## src/verilog/ucil_pkg.sv

```systemverilog
// Constants and carrier types for the UART channel interrupt logic.
// ==================================================================
// What this block does
// - FIFO mode: receive interrupt and code follow level versus trigger.
// - Data ready bit sets on character stored, clears when FIFO empties.
// - Line status: overrun, head errors, holding, all empty, any error.
// - Mask bit 0 gates receive data interrupt; resets to zero.
// - Mask bit 1 gates transmit interrupt; resets to zero.
// - Mask bit 2 raises line status interrupt on bits 1 to 4.
// - Mask bit 3 raises modem interrupt on any delta bit.
// - Mask bit 4 reserved; bits 5-7 need enhanced bit 4.
// - Flow input rising edge raises pin change under auto input control.
// - Flow output rising edge raises pin change under auto output mode.
// - Status read returns six-bit code of the held source, else the highest pending.
// - Reported source stays reported until serviced and cleared.
// - Timeout after four characters plus twelve bits below trigger.
// - Transmit source from trigger or empty; transmitter empty in RS-485 with FIFO mode on.
// - Xon, Xoff or special character detection raises an interrupt.
// - Pending state also shown on the global channel indication.
// - Status bit 0 low while pending, high when none.
// - Fixed six-bit codes for each of the seven sources.
// - Each source clears by its own read or write action.
package ucil_pkg;

  // ================================================================
  // Register indices; the byte address is four times the index.
  localparam logic [3:0] IDX_HOLDING = 4'h0;
  localparam logic [3:0] IDX_MASK = 4'h1;
  localparam logic [3:0] IDX_SOURCE = 4'h2;
  localparam logic [3:0] IDX_MODEM_CTL = 4'h4;
  localparam logic [3:0] IDX_LINE = 4'h5;
  localparam logic [3:0] IDX_MODEM_ST = 4'h6;
  localparam logic [3:0] IDX_ENH = 4'h9;
  localparam logic [3:0] IDX_RX_LEVEL = 4'hb;
  localparam logic [3:0] IDX_FLOW_CHAR = 4'hc;
  localparam logic [3:0] IDX_STOP_TWO = 4'hd;
  localparam logic [3:0] IDX_RESUME_ONE = 4'he;
  localparam logic [3:0] IDX_RESUME_TWO = 4'hf;

  // ================================================================
  // Field positions.
  localparam int MASK_RX = 0;
  localparam int MASK_TX = 1;
  localparam int MASK_LINE = 2;
  localparam int MASK_MODEM = 3;
  localparam int MASK_FLOW_CHAR_DETECT = 5;
  localparam int MASK_RTS = 6;
  localparam int MASK_CTS = 7;
  localparam int ENH_GATE = 4;
  localparam int ENH_AUTO_RTS = 6;
  localparam int ENH_AUTO_CTS = 7;
  localparam int MCR_FLOW_SEL = 2;
  localparam int FCR_FIFO_EN = 0;

  // ================================================================
  // Reset values and timing counts.
  localparam logic [7:0] RST_ZERO = 8'h00;
  localparam logic [7:0] RST_RX_TRIG = 8'h01;
  localparam logic [7:0] TO_CHARS = 8'h04;
  localparam logic [7:0] TO_EXTRA_BITS = 8'h0c;

  // ================================================================
  // Sources in priority order and their status codes.
  localparam logic [2:0] SRC_LINE = 3'h0;
  localparam logic [2:0] SRC_RX = 3'h1;
  localparam logic [2:0] SRC_TIMEOUT = 3'h2;
  localparam logic [2:0] SRC_TX = 3'h3;
  localparam logic [2:0] SRC_MODEM = 3'h4;
  localparam logic [2:0] SRC_FLOW_CHAR_DETECT = 3'h5;
  localparam logic [2:0] SRC_FLOW = 3'h6;
  localparam logic [2:0] SRC_NONE = 3'h7;
  localparam logic [5:0] CODE_LINE = 6'h06;
  localparam logic [5:0] CODE_RX = 6'h04;
  localparam logic [5:0] CODE_TIMEOUT = 6'h0c;
  localparam logic [5:0] CODE_TX = 6'h02;
  localparam logic [5:0] CODE_MODEM = 6'h00;
  localparam logic [5:0] CODE_FLOW_CHAR_DETECT = 6'h10;
  localparam logic [5:0] CODE_FLOW = 6'h20;
  localparam logic [5:0] CODE_NONE = 6'h01;

  // ================================================================
  // Carrier types.
  typedef struct packed {
    logic [7:0] level;
    logic char_stored;
    logic fifo_empty;
    logic overrun;
    logic [2:0] head_err;
    logic any_err;
    logic [7:0] data;
    logic bit_tick;
    logic [3:0] char_bits;
    logic xon_det;
    logic xoff_det;
    logic spec_det;
  } ucil_rx_s;

  typedef struct packed {
    logic holding_empty;
    logic all_empty;
    logic below_trig;
    logic fifo_empty;
    logic rs485_auto;
  } ucil_tx_s;

  typedef struct packed {
    logic [3:0] status;
    logic [3:0] delta_evt;
    logic rts_level;
    logic dtr_level;
  } ucil_modem_s;

  typedef struct packed {
    logic fifo_en;
    logic [7:0] rx_trigger_level;
    logic [7:0] stop_char_one;
    logic [7:0] stop_char_two;
    logic [7:0] resume_char_one;
    logic [7:0] resume_char_two;
    logic [7:0] modem_control;
    logic [7:0] enhanced_function;
  } ucil_cfg_s;

  typedef struct packed {
    logic rx_pop;
    logic tx_push;
    logic [7:0] tx_data;
  } ucil_strobe_s;

endpackage

```

## src/verilog/ucil_channel.sv

```systemverilog
// Per-channel interrupt logic with its APB register slave.
`timescale 1ns/1ps
module ucil_channel
  import ucil_pkg::*;
(
  input wire logic pclk,
  input wire logic presetn,
  input wire logic [7:0] paddr,
  input wire logic psel,
  input wire logic penable,
  input wire logic pwrite,
  input wire logic [31:0] pwdata,
  output logic [31:0] prdata,
  output logic pready,
  output logic pslverr,
  input wire ucil_rx_s rx_i,
  input wire ucil_tx_s tx_i,
  input wire ucil_modem_s modem_i,
  input wire logic cts_pin,
  input wire logic dsr_pin,
  output ucil_cfg_s cfg_o,
  output ucil_strobe_s strobe_o,
  output logic irq_o,
  output logic irq_oe_n,
  output logic [7:0] global_channel_irq_status
);

  // ================================================================
  // State registers.
  logic [31:0] prdata_reg, prdata_next;
  logic pready_reg, pready_next;
  logic pslverr_reg, pslverr_next;
  ucil_cfg_s cfg_reg, cfg_next;
  ucil_strobe_s strobe_reg, strobe_next;
  logic [7:0] interrupt_mask_reg, interrupt_mask_next;
  logic data_ready_reg, data_ready_next;
  logic overrun_reg, overrun_next;
  logic line_pend_reg, line_pend_next;
  logic to_pend_reg, to_pend_next;
  logic [7:0] to_cnt_reg, to_cnt_next;
  logic tx_pend_reg, tx_pend_next;
  logic tx_cond_reg;
  logic [3:0] delta_reg, delta_next;
  logic flow_char_detect_pend_reg, flow_char_detect_pend_next;
  logic [1:0] flow_char_detect_reg, flow_char_detect_next;
  logic cts_chg_reg, cts_chg_next;
  logic rts_chg_reg, rts_chg_next;
  logic [1:0] cts_sync_reg, dsr_sync_reg;
  logic flow_in_prev_reg, flow_out_prev_reg;
  logic [2:0] cur_src_reg, cur_src_next;
  logic [5:0] code_reg;
  logic irq_oe_n_reg;
  logic [7:0] global_reg;

  // ================================================================
  // Address decode and access strobes.
  logic [3:0] idx;
  logic mapped;
  logic acc_setup, acc_done, rd_acc, wr_acc;
  logic rd_holding, rd_source, rd_line, rd_modem, rd_flow_char;
  logic wr_holding;
  logic [7:0] rd_value;

  assign idx = paddr[5:2];
  assign acc_setup = psel & ~penable;
  assign acc_done = psel & penable & pready_reg;
  assign rd_acc = acc_done & ~pwrite & mapped;
  assign wr_acc = acc_done & pwrite & mapped;
  assign rd_holding = rd_acc & (idx == IDX_HOLDING);
  assign rd_source = rd_acc & (idx == IDX_SOURCE);
  assign rd_line = rd_acc & (idx == IDX_LINE);
  assign rd_modem = rd_acc & (idx == IDX_MODEM_ST);
  assign rd_flow_char = rd_acc & (idx == IDX_FLOW_CHAR);
  assign wr_holding = wr_acc & (idx == IDX_HOLDING);

  // Only word-aligned addresses of implemented indices answer cleanly.
  always_comb
  begin
    mapped = 1'b0;
    if (paddr[1:0] != 2'b00 || paddr[7:6] != 2'b00)
      mapped = 1'b0;
    else if (idx == IDX_HOLDING || idx == IDX_MASK || idx == IDX_SOURCE)
      mapped = 1'b1;
    else if (idx == IDX_MODEM_CTL || idx == IDX_LINE)
      mapped = 1'b1;
    else if (idx == IDX_MODEM_ST || idx == IDX_ENH)
      mapped = 1'b1;
    else if (idx >= IDX_RX_LEVEL)
      mapped = 1'b1;
  end

  // ================================================================
  // Flow pin synchronisers; the pins are asynchronous to pclk.
  always_ff @(posedge pclk or negedge presetn)
  begin
    if (!presetn)
    begin
      cts_sync_reg <= 2'b00;
      dsr_sync_reg <= 2'b00;
    end
    else
    begin
      cts_sync_reg <= {cts_sync_reg[0], cts_pin};
      dsr_sync_reg <= {dsr_sync_reg[0], dsr_pin};
    end
  end

  // ================================================================
  // Source conditions.
  logic fifo_en, gate;
  logic rx_ready, to_arm, to_fire, tx_cond;
  logic flow_in, flow_out, flow_in_rise, flow_out_rise;
  logic [7:0] to_limit;
  logic [6:0] pend_vec;

  assign fifo_en = cfg_reg.fifo_en;
  assign gate = cfg_reg.enhanced_function[ENH_GATE];
  // In FIFO mode a level compare against the trigger, following the FIFO both ways; otherwise the data ready bit.
  assign rx_ready = fifo_en ? (rx_i.level >= cfg_reg.rx_trigger_level)
                            : data_ready_reg;
  // Timeout only counts while data sits below the trigger.
  assign to_arm = fifo_en & ~rx_i.fifo_empty &
                  (rx_i.level < cfg_reg.rx_trigger_level);
  assign to_limit = 8'(TO_CHARS * {4'h0, rx_i.char_bits}) + TO_EXTRA_BITS;
  assign to_fire = to_arm & rx_i.bit_tick &
                   (to_cnt_reg == to_limit - 8'h01);
  // In FIFO mode auto RS-485 waits for the shifter too, so the line turns round late.
  assign tx_cond = ~fifo_en ? tx_i.holding_empty :
                   tx_i.rs485_auto ? tx_i.all_empty :
                   (tx_i.below_trig | tx_i.fifo_empty);
  assign flow_in = cfg_reg.modem_control[MCR_FLOW_SEL] ? dsr_sync_reg[1]
                                                       : cts_sync_reg[1];
  assign flow_out = cfg_reg.modem_control[MCR_FLOW_SEL] ? modem_i.dtr_level
                                                        : modem_i.rts_level;
  assign flow_in_rise = flow_in & ~flow_in_prev_reg &
                        cfg_reg.enhanced_function[ENH_AUTO_CTS];
  assign flow_out_rise = flow_out & ~flow_out_prev_reg &
                         cfg_reg.enhanced_function[ENH_AUTO_RTS];

  // Masked pending vector, index equals priority.
  assign pend_vec[SRC_LINE] = line_pend_reg &
                              interrupt_mask_reg[MASK_LINE];
  assign pend_vec[SRC_RX] = rx_ready &
                            interrupt_mask_reg[MASK_RX];
  assign pend_vec[SRC_TIMEOUT] = to_pend_reg & interrupt_mask_reg[MASK_RX];
  assign pend_vec[SRC_TX] = tx_pend_reg &
                            interrupt_mask_reg[MASK_TX];
  assign pend_vec[SRC_MODEM] = (|delta_reg) &
                               interrupt_mask_reg[MASK_MODEM];
  assign pend_vec[SRC_FLOW_CHAR_DETECT] = flow_char_detect_pend_reg & gate &
                               interrupt_mask_reg[MASK_FLOW_CHAR_DETECT];
  assign pend_vec[SRC_FLOW] = gate &
    ((cts_chg_reg & interrupt_mask_reg[MASK_CTS]) |
     (rts_chg_reg & interrupt_mask_reg[MASK_RTS]));

  // Status code for a source index.
  function automatic logic [5:0] src_code(input logic [2:0] src);
    logic [5:0] c;
    c = CODE_NONE;
    case (src)
      SRC_LINE: c = CODE_LINE;
      SRC_RX: c = CODE_RX;
      SRC_TIMEOUT: c = CODE_TIMEOUT;
      SRC_TX: c = CODE_TX;
      SRC_MODEM: c = CODE_MODEM;
      SRC_FLOW_CHAR_DETECT: c = CODE_FLOW_CHAR_DETECT;
      SRC_FLOW: c = CODE_FLOW;
      default: c = CODE_NONE;
    endcase
    return c;
  endfunction

  // ================================================================
  // Read data mux; write-only offsets read as zero.
  always_comb
  begin
    rd_value = RST_ZERO;
    if (idx == IDX_HOLDING)
      rd_value = rx_i.data;
    else if (idx == IDX_MASK)
      rd_value = interrupt_mask_reg;
    else if (idx == IDX_SOURCE)
      rd_value = {fifo_en, fifo_en, code_reg};
    else if (idx == IDX_MODEM_CTL)
      rd_value = cfg_reg.modem_control;
    else if (idx == IDX_LINE)
      rd_value = {rx_i.any_err, tx_i.all_empty, tx_i.holding_empty,
                  rx_i.head_err, overrun_reg, data_ready_reg};
    else if (idx == IDX_MODEM_ST)
      rd_value = {modem_i.status, delta_reg};
    else if (idx == IDX_ENH)
      rd_value = cfg_reg.enhanced_function;
    else if (idx == IDX_RX_LEVEL)
      rd_value = rx_i.level;
    else if (idx == IDX_FLOW_CHAR)
      rd_value = {6'h00, flow_char_detect_reg};
  end

  // ================================================================
  // Bus and configuration next state. Every access gets exactly one
  // access cycle, so the master never waits longer than that.
  always_comb
  begin
    pready_next = acc_setup;
    prdata_next = acc_setup ? {24'h000000, rd_value} : prdata_reg;
    pslverr_next = acc_setup ? ~mapped : pslverr_reg;
    cfg_next = cfg_reg;
    interrupt_mask_next = interrupt_mask_reg;
    strobe_next.rx_pop = rd_holding;
    strobe_next.tx_push = wr_holding;
    strobe_next.tx_data = wr_holding ? pwdata[7:0] : strobe_reg.tx_data;
    if (wr_acc)
    begin
      if (idx == IDX_MASK)
      begin
        // Upper mask bits hold unless the enhanced gate is open.
        interrupt_mask_next[3:0] = pwdata[3:0];
        interrupt_mask_next[4] = 1'b0;
        if (gate)
          interrupt_mask_next[7:5] = pwdata[7:5];
      end
      else if (idx == IDX_SOURCE)
        cfg_next.fifo_en = pwdata[FCR_FIFO_EN];
      else if (idx == IDX_MODEM_CTL)
        cfg_next.modem_control = pwdata[7:0];
      else if (idx == IDX_ENH)
        cfg_next.enhanced_function = pwdata[7:0];
      else if (idx == IDX_RX_LEVEL)
        cfg_next.rx_trigger_level = pwdata[7:0];
      else if (idx == IDX_FLOW_CHAR)
        cfg_next.stop_char_one = pwdata[7:0];
      else if (idx == IDX_STOP_TWO)
        cfg_next.stop_char_two = pwdata[7:0];
      else if (idx == IDX_RESUME_ONE)
        cfg_next.resume_char_one = pwdata[7:0];
      else if (idx == IDX_RESUME_TWO)
        cfg_next.resume_char_two = pwdata[7:0];
    end
  end

  // ================================================================
  // Interrupt next state. In every sticky flag the set term is applied
  // after the clear, so an event in the clearing cycle is kept.
  always_comb
  begin
    data_ready_next = data_ready_reg;
    if (rx_i.fifo_empty)
      data_ready_next = 1'b0;
    if (rx_i.char_stored)
      data_ready_next = 1'b1;
    overrun_next = (overrun_reg & ~rd_line) | rx_i.overrun;
    line_pend_next = (line_pend_reg & ~rd_line) | rx_i.overrun |
      (rx_i.char_stored & (|rx_i.head_err));
    to_cnt_next = to_cnt_reg;
    if (rx_i.char_stored | rd_holding | ~to_arm)
      to_cnt_next = 8'h00;
    else if (rx_i.bit_tick & (to_cnt_reg < to_limit))
      to_cnt_next = to_cnt_reg + 8'h01;
    to_pend_next = (to_pend_reg & ~rd_holding) | to_fire;
    tx_pend_next = (tx_pend_reg & ~wr_holding &
                    ~(rd_source & (cur_src_reg == SRC_TX))) |
                   (tx_cond & ~tx_cond_reg);
    delta_next = (delta_reg & {4{~rd_modem}}) | modem_i.delta_evt;
    flow_char_detect_pend_next = (flow_char_detect_pend_reg & ~rd_source) | rx_i.xon_det |
                      rx_i.xoff_det | rx_i.spec_det;
    flow_char_detect_next = (flow_char_detect_reg & {2{~rd_flow_char}}) |
                            {rx_i.xon_det, rx_i.xoff_det};
    cts_chg_next = (cts_chg_reg & ~rd_modem) | flow_in_rise;
    rts_chg_next = (rts_chg_reg & ~rd_modem) | flow_out_rise;
    // Keep the reported source while it pends; else take the highest.
    cur_src_next = SRC_NONE;
    if (cur_src_reg != SRC_NONE && pend_vec[cur_src_reg])
      cur_src_next = cur_src_reg;
    else
      for (int i = 6; i >= 0; i--)
        if (pend_vec[i])
          cur_src_next = 3'(i);
  end

  // ================================================================
  // Registers.
  always_ff @(posedge pclk or negedge presetn)
  begin
    if (!presetn)
    begin
      prdata_reg <= 32'h00000000;
      pready_reg <= 1'b0;
      pslverr_reg <= 1'b0;
      cfg_reg <= '{fifo_en: 1'b0, rx_trigger_level: RST_RX_TRIG,
                   default: RST_ZERO};
      strobe_reg <= '0;
      interrupt_mask_reg <= RST_ZERO;
      data_ready_reg <= 1'b0;
      overrun_reg <= 1'b0;
      line_pend_reg <= 1'b0;
      to_pend_reg <= 1'b0;
      to_cnt_reg <= 8'h00;
      tx_pend_reg <= 1'b0;
      tx_cond_reg <= 1'b0;
      delta_reg <= 4'h0;
      flow_char_detect_pend_reg <= 1'b0;
      flow_char_detect_reg <= 2'b00;
      cts_chg_reg <= 1'b0;
      rts_chg_reg <= 1'b0;
      flow_in_prev_reg <= 1'b0;
      flow_out_prev_reg <= 1'b0;
      cur_src_reg <= SRC_NONE;
      code_reg <= CODE_NONE;
      irq_oe_n_reg <= 1'b1;
      global_reg <= {2'b00, CODE_NONE};
    end
    else
    begin
      prdata_reg <= prdata_next;
      pready_reg <= pready_next;
      pslverr_reg <= pslverr_next;
      cfg_reg <= cfg_next;
      strobe_reg <= strobe_next;
      interrupt_mask_reg <= interrupt_mask_next;
      data_ready_reg <= data_ready_next;
      overrun_reg <= overrun_next;
      line_pend_reg <= line_pend_next;
      to_pend_reg <= to_pend_next;
      to_cnt_reg <= to_cnt_next;
      tx_pend_reg <= tx_pend_next;
      tx_cond_reg <= tx_cond;
      delta_reg <= delta_next;
      flow_char_detect_pend_reg <= flow_char_detect_pend_next;
      flow_char_detect_reg <= flow_char_detect_next;
      cts_chg_reg <= cts_chg_next;
      rts_chg_reg <= rts_chg_next;
      flow_in_prev_reg <= flow_in;
      flow_out_prev_reg <= flow_out;
      cur_src_reg <= cur_src_next;
      code_reg <= src_code(cur_src_next);
      irq_oe_n_reg <= ~(|pend_vec);
      global_reg <= {1'b0, |pend_vec, src_code(cur_src_next)};
    end
  end

  // Outputs straight from flops; the open-drain pin only ever pulls low.
  assign prdata = prdata_reg;
  assign pready = pready_reg;
  assign pslverr = pslverr_reg;
  assign cfg_o = cfg_reg;
  assign strobe_o = strobe_reg;
  assign irq_o = 1'b0 & irq_oe_n_reg;
  assign irq_oe_n = irq_oe_n_reg;
  assign global_channel_irq_status = global_reg;
endmodule // ucil_channel

```

## config.mk

```make
export PLATFORM = sky130hd
export DESIGN_NAME = ucil_channel
export DESIGN_NICKNAME = d
export VERILOG_FILES = /design/src/verilog/ucil_pkg.sv /design/src/verilog/ucil_channel.sv
export SDC_FILE = /design/constraint.sdc
export NUM_CORES = 1
export LEC_CHECK = 0
export ABC_AREA = 1
export BUFFER_PORTS_ARGS = -buffer_cell sky130_fd_sc_hd__buf_2
export CAP_MARGIN = 20
export CORE_UTILIZATION = 35
export CTS_CLUSTER_DIAMETER = 100
export CTS_CLUSTER_SIZE = 10
export DETAILED_ROUTE_END_ITERATION = 12
export REMOVE_ABC_BUFFERS = 1
export SLEW_MARGIN = 20
export SYNTH_ARGS = -nofsm -noshare
export SYNTH_HDL_FRONTEND = slang
export SYNTH_SLANG_ARGS = --single-unit
```

## constraint.sdc

```tcl
create_clock -name pclk -period 4.1 [get_ports pclk]
set_input_delay 0.205 -clock pclk [delete_from_list [all_inputs] [get_ports pclk]]
set_output_delay 0.205 -clock pclk [all_outputs]
set_load 0.005 [all_outputs]
```

======== Word-level counts from Yosys, hierarchy flattened ========
Index checks and enable logic that the tools add are counted.
cells by class
  equal/unequal tests ..................... 20
  order comparisons ....................... 5
  $add $sub $neg .......................... 3
  bitwise logic cells ..................... 85
  reduce and logical (&&, ||, !) cells .... 25
  multiplexer cells ....................... 34
operator list
  cell                                                 number
  two-way mux 8 bit                                    10
  bitwise AND 1 bit                                    43
  one-hot mux 6 bit (7 select lines)                   1
  equality test 4 bit, second input constant           6
  NOT 1 bit                                            24
  two-way mux 3 bit                                    7
  two-way mux 1 bit                                    14
  OR 1 bit                                             14
  equality test 4 x 3 -> 1 bit, second input constant  3
  AND reduction 10 bit                                 1
  equality test 3 x 2 -> 1 bit, second input constant  3
  equality test 3 bit, second input constant           3
  AND reduction 9 bit                                  1
  adder 8 x 1 -> 8 bit, second input constant          1
  equality test 8 bit                                  1
  >= comparator 8 bit                                  1
  less-than comparator 8 x 7 -> 1 bit                  1
  less-than comparator 8 bit                           1
  AND reduction 8 bit                                  1
  nonzero test 2 bit                                   4
  subtractor 7 x 1 -> 8 bit, second input constant     1
  adder 6 x 4 -> 7 bit, second input constant          1
  AND reduction 7 bit                                  1
  OR reduction 7 bit                                   1
  other kinds (23)                                     28
word-level totals
  input bits .............................. 93
  register bits after elaboration ......... 130
  output and inout port bits .............. 111
  word-level logic and storage cells ...... 208

======== Logic depth before layout (Yosys ltp) ========
  depth in word-level cells ............... 13
  mapped depth ............................ 17
  gate-level depth less buffers ........... 17

======== Worst setup path after synthesis ========
OpenSTA, ideal clock, no wires.
  path kind ............................... input to register
  from .................................... in rx_i[4] (netlist name)
  to ...................................... reg to_cnt_reg[5]
  slack ................................... 2105 ps
  setup time .............................. 86 ps
  path buffers ............................ 0
  stages on the path ...................... 10
  data required time ...................... 4014 ps
  arrival ................................. 1909 ps
  cells stage by stage .................... o21ai_0 xor2_1 ha_1 a21oi_1 nor2_1 nor4_1 nand2_1 nor2_1 a21oi_1 nor3_1
between the ends
  cells in the longest elaborated chain, start to end .. 4
ends and longest elaborated chain
  what                                 RTL line             text
  start: declaration                   ucil_channel.sv:16   input wire ucil_rx_s rx_i,
  adder 6 x 4 -> 7 bit                 ucil_channel.sv:124  assign to_limit = 8'(TO_CHARS * {4'h0, rx_i.char_bits}) + TO_EXTRA_BITS;
  less-than comparator 8 x 7 -> 1 bit  ucil_channel.sv:257  else if (rx_i.bit_tick & (to_cnt_reg < to_limit))
  bitwise AND 1 bit                    ucil_channel.sv:257
  nonzero test 2 bit (no line)         n/a
  end signal: assignment               ucil_channel.sv:324  to_cnt_reg <= to_cnt_next;
  end: declaration                     ucil_channel.sv:40   logic [7:0] to_cnt_reg, to_cnt_next;
No other way between the ends.
A chain may end at the register's enable or synchronous reset.

======== Final worst setup path ========
  from .................................... reg cfg_reg, in the netlist cfg_o[53]
  to ...................................... reg to_cnt_reg[7]
between the ends
  cells in the longest elaborated chain, start to end .. 5
  elaborated cells between the ends (all ways) .. 6
  those cells by class .................... 1 x order compare; 1 x mux; 3 x bitwise; 1 x reduce/logical
ends and longest elaborated chain
  what                                                     RTL line             text
  start: declaration                                       ucil_channel.sv:33   ucil_cfg_s cfg_reg, cfg_next;
  start signal: assignment                                 ucil_channel.sv:289  cfg_reg <= '{fifo_en: 1'b0, rx_trigger_level: RST_RX_TRIG,
  start signal: assignment                                 ucil_channel.sv:317  cfg_reg <= cfg_next;
  less-than comparator 8 bit (*)                           ucil_channel.sv:123  (rx_i.level < cfg_reg.rx_trigger_level);
  bitwise AND 1 bit (*)                                    ucil_channel.sv:122  assign to_arm = fifo_en & ~rx_i.fifo_empty &
  NOT 1 bit (*)                                            ucil_channel.sv:255  if (rx_i.char_stored | rd_holding | ~to_arm)
  OR 1 bit (*)                                             ucil_channel.sv:255
  two-way mux 8 bit or nonzero test 2 bit (tied branches)  n/a
Every way passes the cells marked *; elsewhere a longest branch is shown, timed or not.

==> flow_metrics.env <==
export IMPL_crit_path_max_incr_delay_ps=340
export IMPL_cts_tree="yes"
export IMPL_power_frac_seq=0.410
export IMPL_power_frac_comb=0.101
export IMPL_syn_cell_area_mm2=0.00607
export IMPL_ys_types=42
export IMPL_path_cells="inv_1 > ha_1 > a21oi_1 > nor2_1 > nor2_1 > nand3_1 > nor2_1 > nand3_2 > inv_1 > nand2_1 > nand2_1 > o21ai_0"
export IMPL_slew_limit_headroom=0.346
export IMPL_setup_ws_ps=1960
export IMPL_slew_violations=0
export IMPL_p_leak_nw=4.00
export IMPL_largest_register_ffs=56
export IMPL_critPathMaxFanout=7
export IMPL_status="completed"
export IMPL_die_w_um=134
export IMPL_stdcell_count=1110
export IMPL_clock_latency_ps=420
export IMPL_ys_seq_elements=124
export IMPL_critPathSlowestCell="dfrtp_1"
export IMPL_die_area_mm2=0.0179
export IMPL_fillers=1683
export IMPL_avgRoutedWirePerCell_um=15.9
export IMPL_stdcell_area_mm2=0.00765
export IMPL_final_nets=986
export IMPL_path_delay_family="simple AND/OR/NAND/NOR gates"
export IMPL_fmax_mhz=467
export IMPL_post_dp_cell_area_mm2=0.00696
export IMPL_cts_resized=0
export IMPL_p_clk_frac=0.489
export IMPL_cts_buffer_depth=2
export IMPL_cts_made_buffers=17
export IMPL_grt_first_pass_wirelength_mm=27.1
export IMPL_globalplace_congestion=0.917
export IMPL_synthToLayoutAreaGrowth_pct=25.9
export IMPL_cts_htree_levels=4
export IMPL_drt_iter0_drc=454
export IMPL_syn_inst=709
export IMPL_post_cts_buffers=0
export IMPL_drc=0
export IMPL_rsz0062_at_grt="false"
export IMPL_wl_met3_mm=1.13
export IMPL_r2r_end="to_cnt_reg[7]"
export IMPL_post_place_ws_ps=1710
export IMPL_hold_depth=3
export IMPL_core_area_mm2=0.0168
export IMPL_gr_total_overflow=0
export IMPL_seqCellArea_mm2=0.00311
export IMPL_avgSynthCellArea_um2=8.56
export IMPL_multi_input_area_mm2=0.00247
export IMPL_num_io_pins=204
export IMPL_min_delay_start="rx_i[20]"
export IMPL_maxCapViolations=0
export IMPL_max_slew_worst_pin_slew_ps=978
export IMPL_ir_drop_mv=0.296
export IMPL_synthTopCellsByArea="dfrtp_1 49%, nand2_1 10%, o21ai_0 6.2%, inv_1 5.0%, buf_4 3.6%"
export IMPL_crit_buf_inv=2
export IMPL_grt_max_degree=49
export IMPL_cpMostUsedCell="nor2_1"
export IMPL_rr_worst_depth=12
export IMPL_vias=5352
export IMPL_wl_met1_mm=8.08
export IMPL_rrSetupSlack_ps=1960
export IMPL_tns_ps=0
export IMPL_power_density_mw_per_mm2=420
export IMPL_hold_path_class="in -> reg"
export IMPL_cp_required_ps=4400
export IMPL_antenna_found_initial=1
export IMPL_port_buffers=153
export IMPL_vias_per_cell=4.82
export IMPL_ys_warnings_count=0
export IMPL_die_height_um=134
export IMPL_r2r_start="cfg_o[53]"
export IMPL_synth_area_leader_cell="dfrtp_1"
export IMPL_arrival_ps=2440
export IMPL_start_util=0.362
export IMPL_holdPathEnd="overrun_reg"
export IMPL_grt_pass1_vias=4806
export IMPL_dp_cells=1072
export IMPL_postRouteAntennaNets=0
export IMPL_num_rows=47
export IMPL_ctsRootBufferMaster="clkbuf_16"
export IMPL_switching_power_w=0.000769
export IMPL_end_kind="register"
export IMPL_drive_gt1_frac=0.234
export IMPL_finClkSkew_ps=4.22
export IMPL_first_pass_iters=6
export IMPL_grt_usage=0.205
export IMPL_met2_wirelength_mm=8.01
export IMPL_routed_wl_mm=17.6
export IMPL_synth_top_area_share=0.486
export IMPL_cts_clk_slew_worst_paths_ps=50
export IMPL_seq_area_frac_synth=0.512
export IMPL_dr_max_layer_used="met5"
export IMPL_dp_hpwl_mm=13.4
export IMPL_critical_path_class="reg -> reg"
export IMPL_cp_start_kind="register"
export IMPL_p_sw_frac=0.239
export IMPL_cts_sinks=124
export IMPL_setup_viol=0
export IMPL_min_period_over_period=0.522
export IMPL_intPower_w=0.00244
export IMPL_final_hold_violation_count=0
export IMPL_diodes=0
export IMPL_fin_crit_ps=2140
## final cells by class
cell class | instances | area share
well taps | 220 | 0.0360
inverters | 86 | 0.0422
repair buffers | 161 | 0.110
multi-input cells | 487 | 0.323
flip-flops and latches | 124 | 0.407
clock inverters | 6 | 0.0137
clock buffers | 26 | 0.0679
## per-layer routing
layer,vias up,global-route usage
li1,2613,-
met1,2503,0.283
met2,205,0.308
met3,29,0.0472
met4,2,0.0827
met5,-,0
## worst max-delay path by stage
stage                                to  slack [ps]  cells after the start  startpoint
after floorplan           to_cnt_reg[5]        2110                     10     rx_i[4]
after global placement    to_cnt_reg[5]        1740                     11     rx_i[3]
after detailed placement  to_cnt_reg[5]        1710                     11     rx_i[3]
after CTS                 to_cnt_reg[7]        1950                     12   cfg_o[53]
after global routing        code_reg[3]        1700                     16   cfg_o[55]
final                     to_cnt_reg[7]        1960                     12   cfg_o[53]
## cells in the final DEF, fill, tap and decap left out, types with 8 or more instances in the layout
master / synthesis / layout
dfrtp_1: 118 / 118
inv_1: 81 / 81
nand4_1: 9 / 9
nor3_1: 8 / 8
ha_1: 16 / 16
nand2_1: 163 / 163
nand3_1: 27 / 27
o21ai_0: 75 / 75
a21oi_1: 36 / 36
conb_1: 1 / 26
o21ai_1: 10 / 10
buf_2: 6 / 152
xor2_1: 11 / 11
clkbuf_16: 0 / 17
nor2_1: 53 / 53
## cells by family (layout without fill, tap and decap cells)
| kind of cell | count (synthesis) | in the layout | share of synthesized area |
|---|---|---|---|
| simple gates | 281 | 281 | 0.200 |
| xor+xnor | 13 | 13 | 0.0188 |
| compound gates | 151 | 151 | 0.139 |
| buf+inv | 123 | 279 | 0.0964 |
| other cells | 1 | 26 | 0.000618 |
| fa+ha+maj | 16 | 16 | 0.0330 |
| flops | 124 | 124 | 0.512 |
## through the flow
| step | util | hold slack (ps) | total power (W) |
|---|---|---|---|
| after floorplan | - | -90.6 | 0.00149 |
| after global placement | 0.415 | 260 | 0.00166 |
| after detailed placement | 0.415 | 266 | 0.00166 |
| after CTS | 0.456 | 1.76 | 0.00324 |
| after global routing | 0.456 | 8.75 | 0.00334 |
| final | 0.456 | 3.58 | 0.00321 |
## power by group through the flow
stage / sequential [W] / clock [W] / combinational [W]
after global routing: 0.00132 / 0.00165 / 0.000368
final: 0.00132 / 0.00157 / 0.000323
after CTS: 0.00132 / 0.00159 / 0.000326
after global placement: 0.00134 / 0 / 0.000319
after floorplan: 0.00133 / 0 / 0.000165
after detailed placement: 0.00134 / 0 / 0.000319
## Yosys cell counts
| library cell | count |
|---|---|
| a22o_1 | 2 |
| o31ai_1 | 2 |
| or2_2 | 1 |
| dfrtp_1 | 118 |
| nor3_4 | 1 |
| ha_1 | 16 |
| clkbuf_1 | 1 |
| o22ai_1 | 1 |
| o21ai_0 | 75 |
| inv_1 | 81 |
| dfstp_2 | 6 |
| nor4_4 | 1 |
| conb_1 | 1 |
| nor3b_1 | 1 |
| nor3_1 | 8 |
| nand4_1 | 9 |
| a31oi_1 | 2 |
| o21bai_1 | 5 |
| buf_2 | 6 |
| buf_4 | 29 |
| nand3_2 | 2 |
| buf_6 | 1 |
| a21oi_1 | 36 |
| a221oi_1 | 3 |
| nand3b_1 | 3 |
| nand2_1 | 163 |
| nor4_1 | 4 |
| xnor2_1 | 2 |
| xor2_1 | 11 |
| a311oi_1 | 1 |
| nor3_2 | 1 |
| inv_2 | 5 |
| o21ai_1 | 10 |
| nor2_2 | 4 |
| nand3_1 | 27 |
| o2111ai_1 | 4 |
| a21o_1 | 2 |
| a211oi_1 | 2 |
| o211ai_1 | 5 |
| nor2_1 | 53 |
| nand2_2 | 3 |
| o2111a_1 | 1 |
## repair_timing
action	CTS	global route
endpoints found under the setup margin	0	0
hold buffers	6	0
hold endpoints to repair	51	0
## worst register-to-register path: cells and delay by family (launching register included)
kind / cells / cell delay [ps]
AO/OA/AOI/OAI: 2 / 220
flip-flops: 1 / 340
buffers and inverters: 2 / 190
AND/OR/NAND/NOR: 7 / 1000
adder cells (fa/ha/maj): 1 / 280
(Power assumes the default switching activity.)
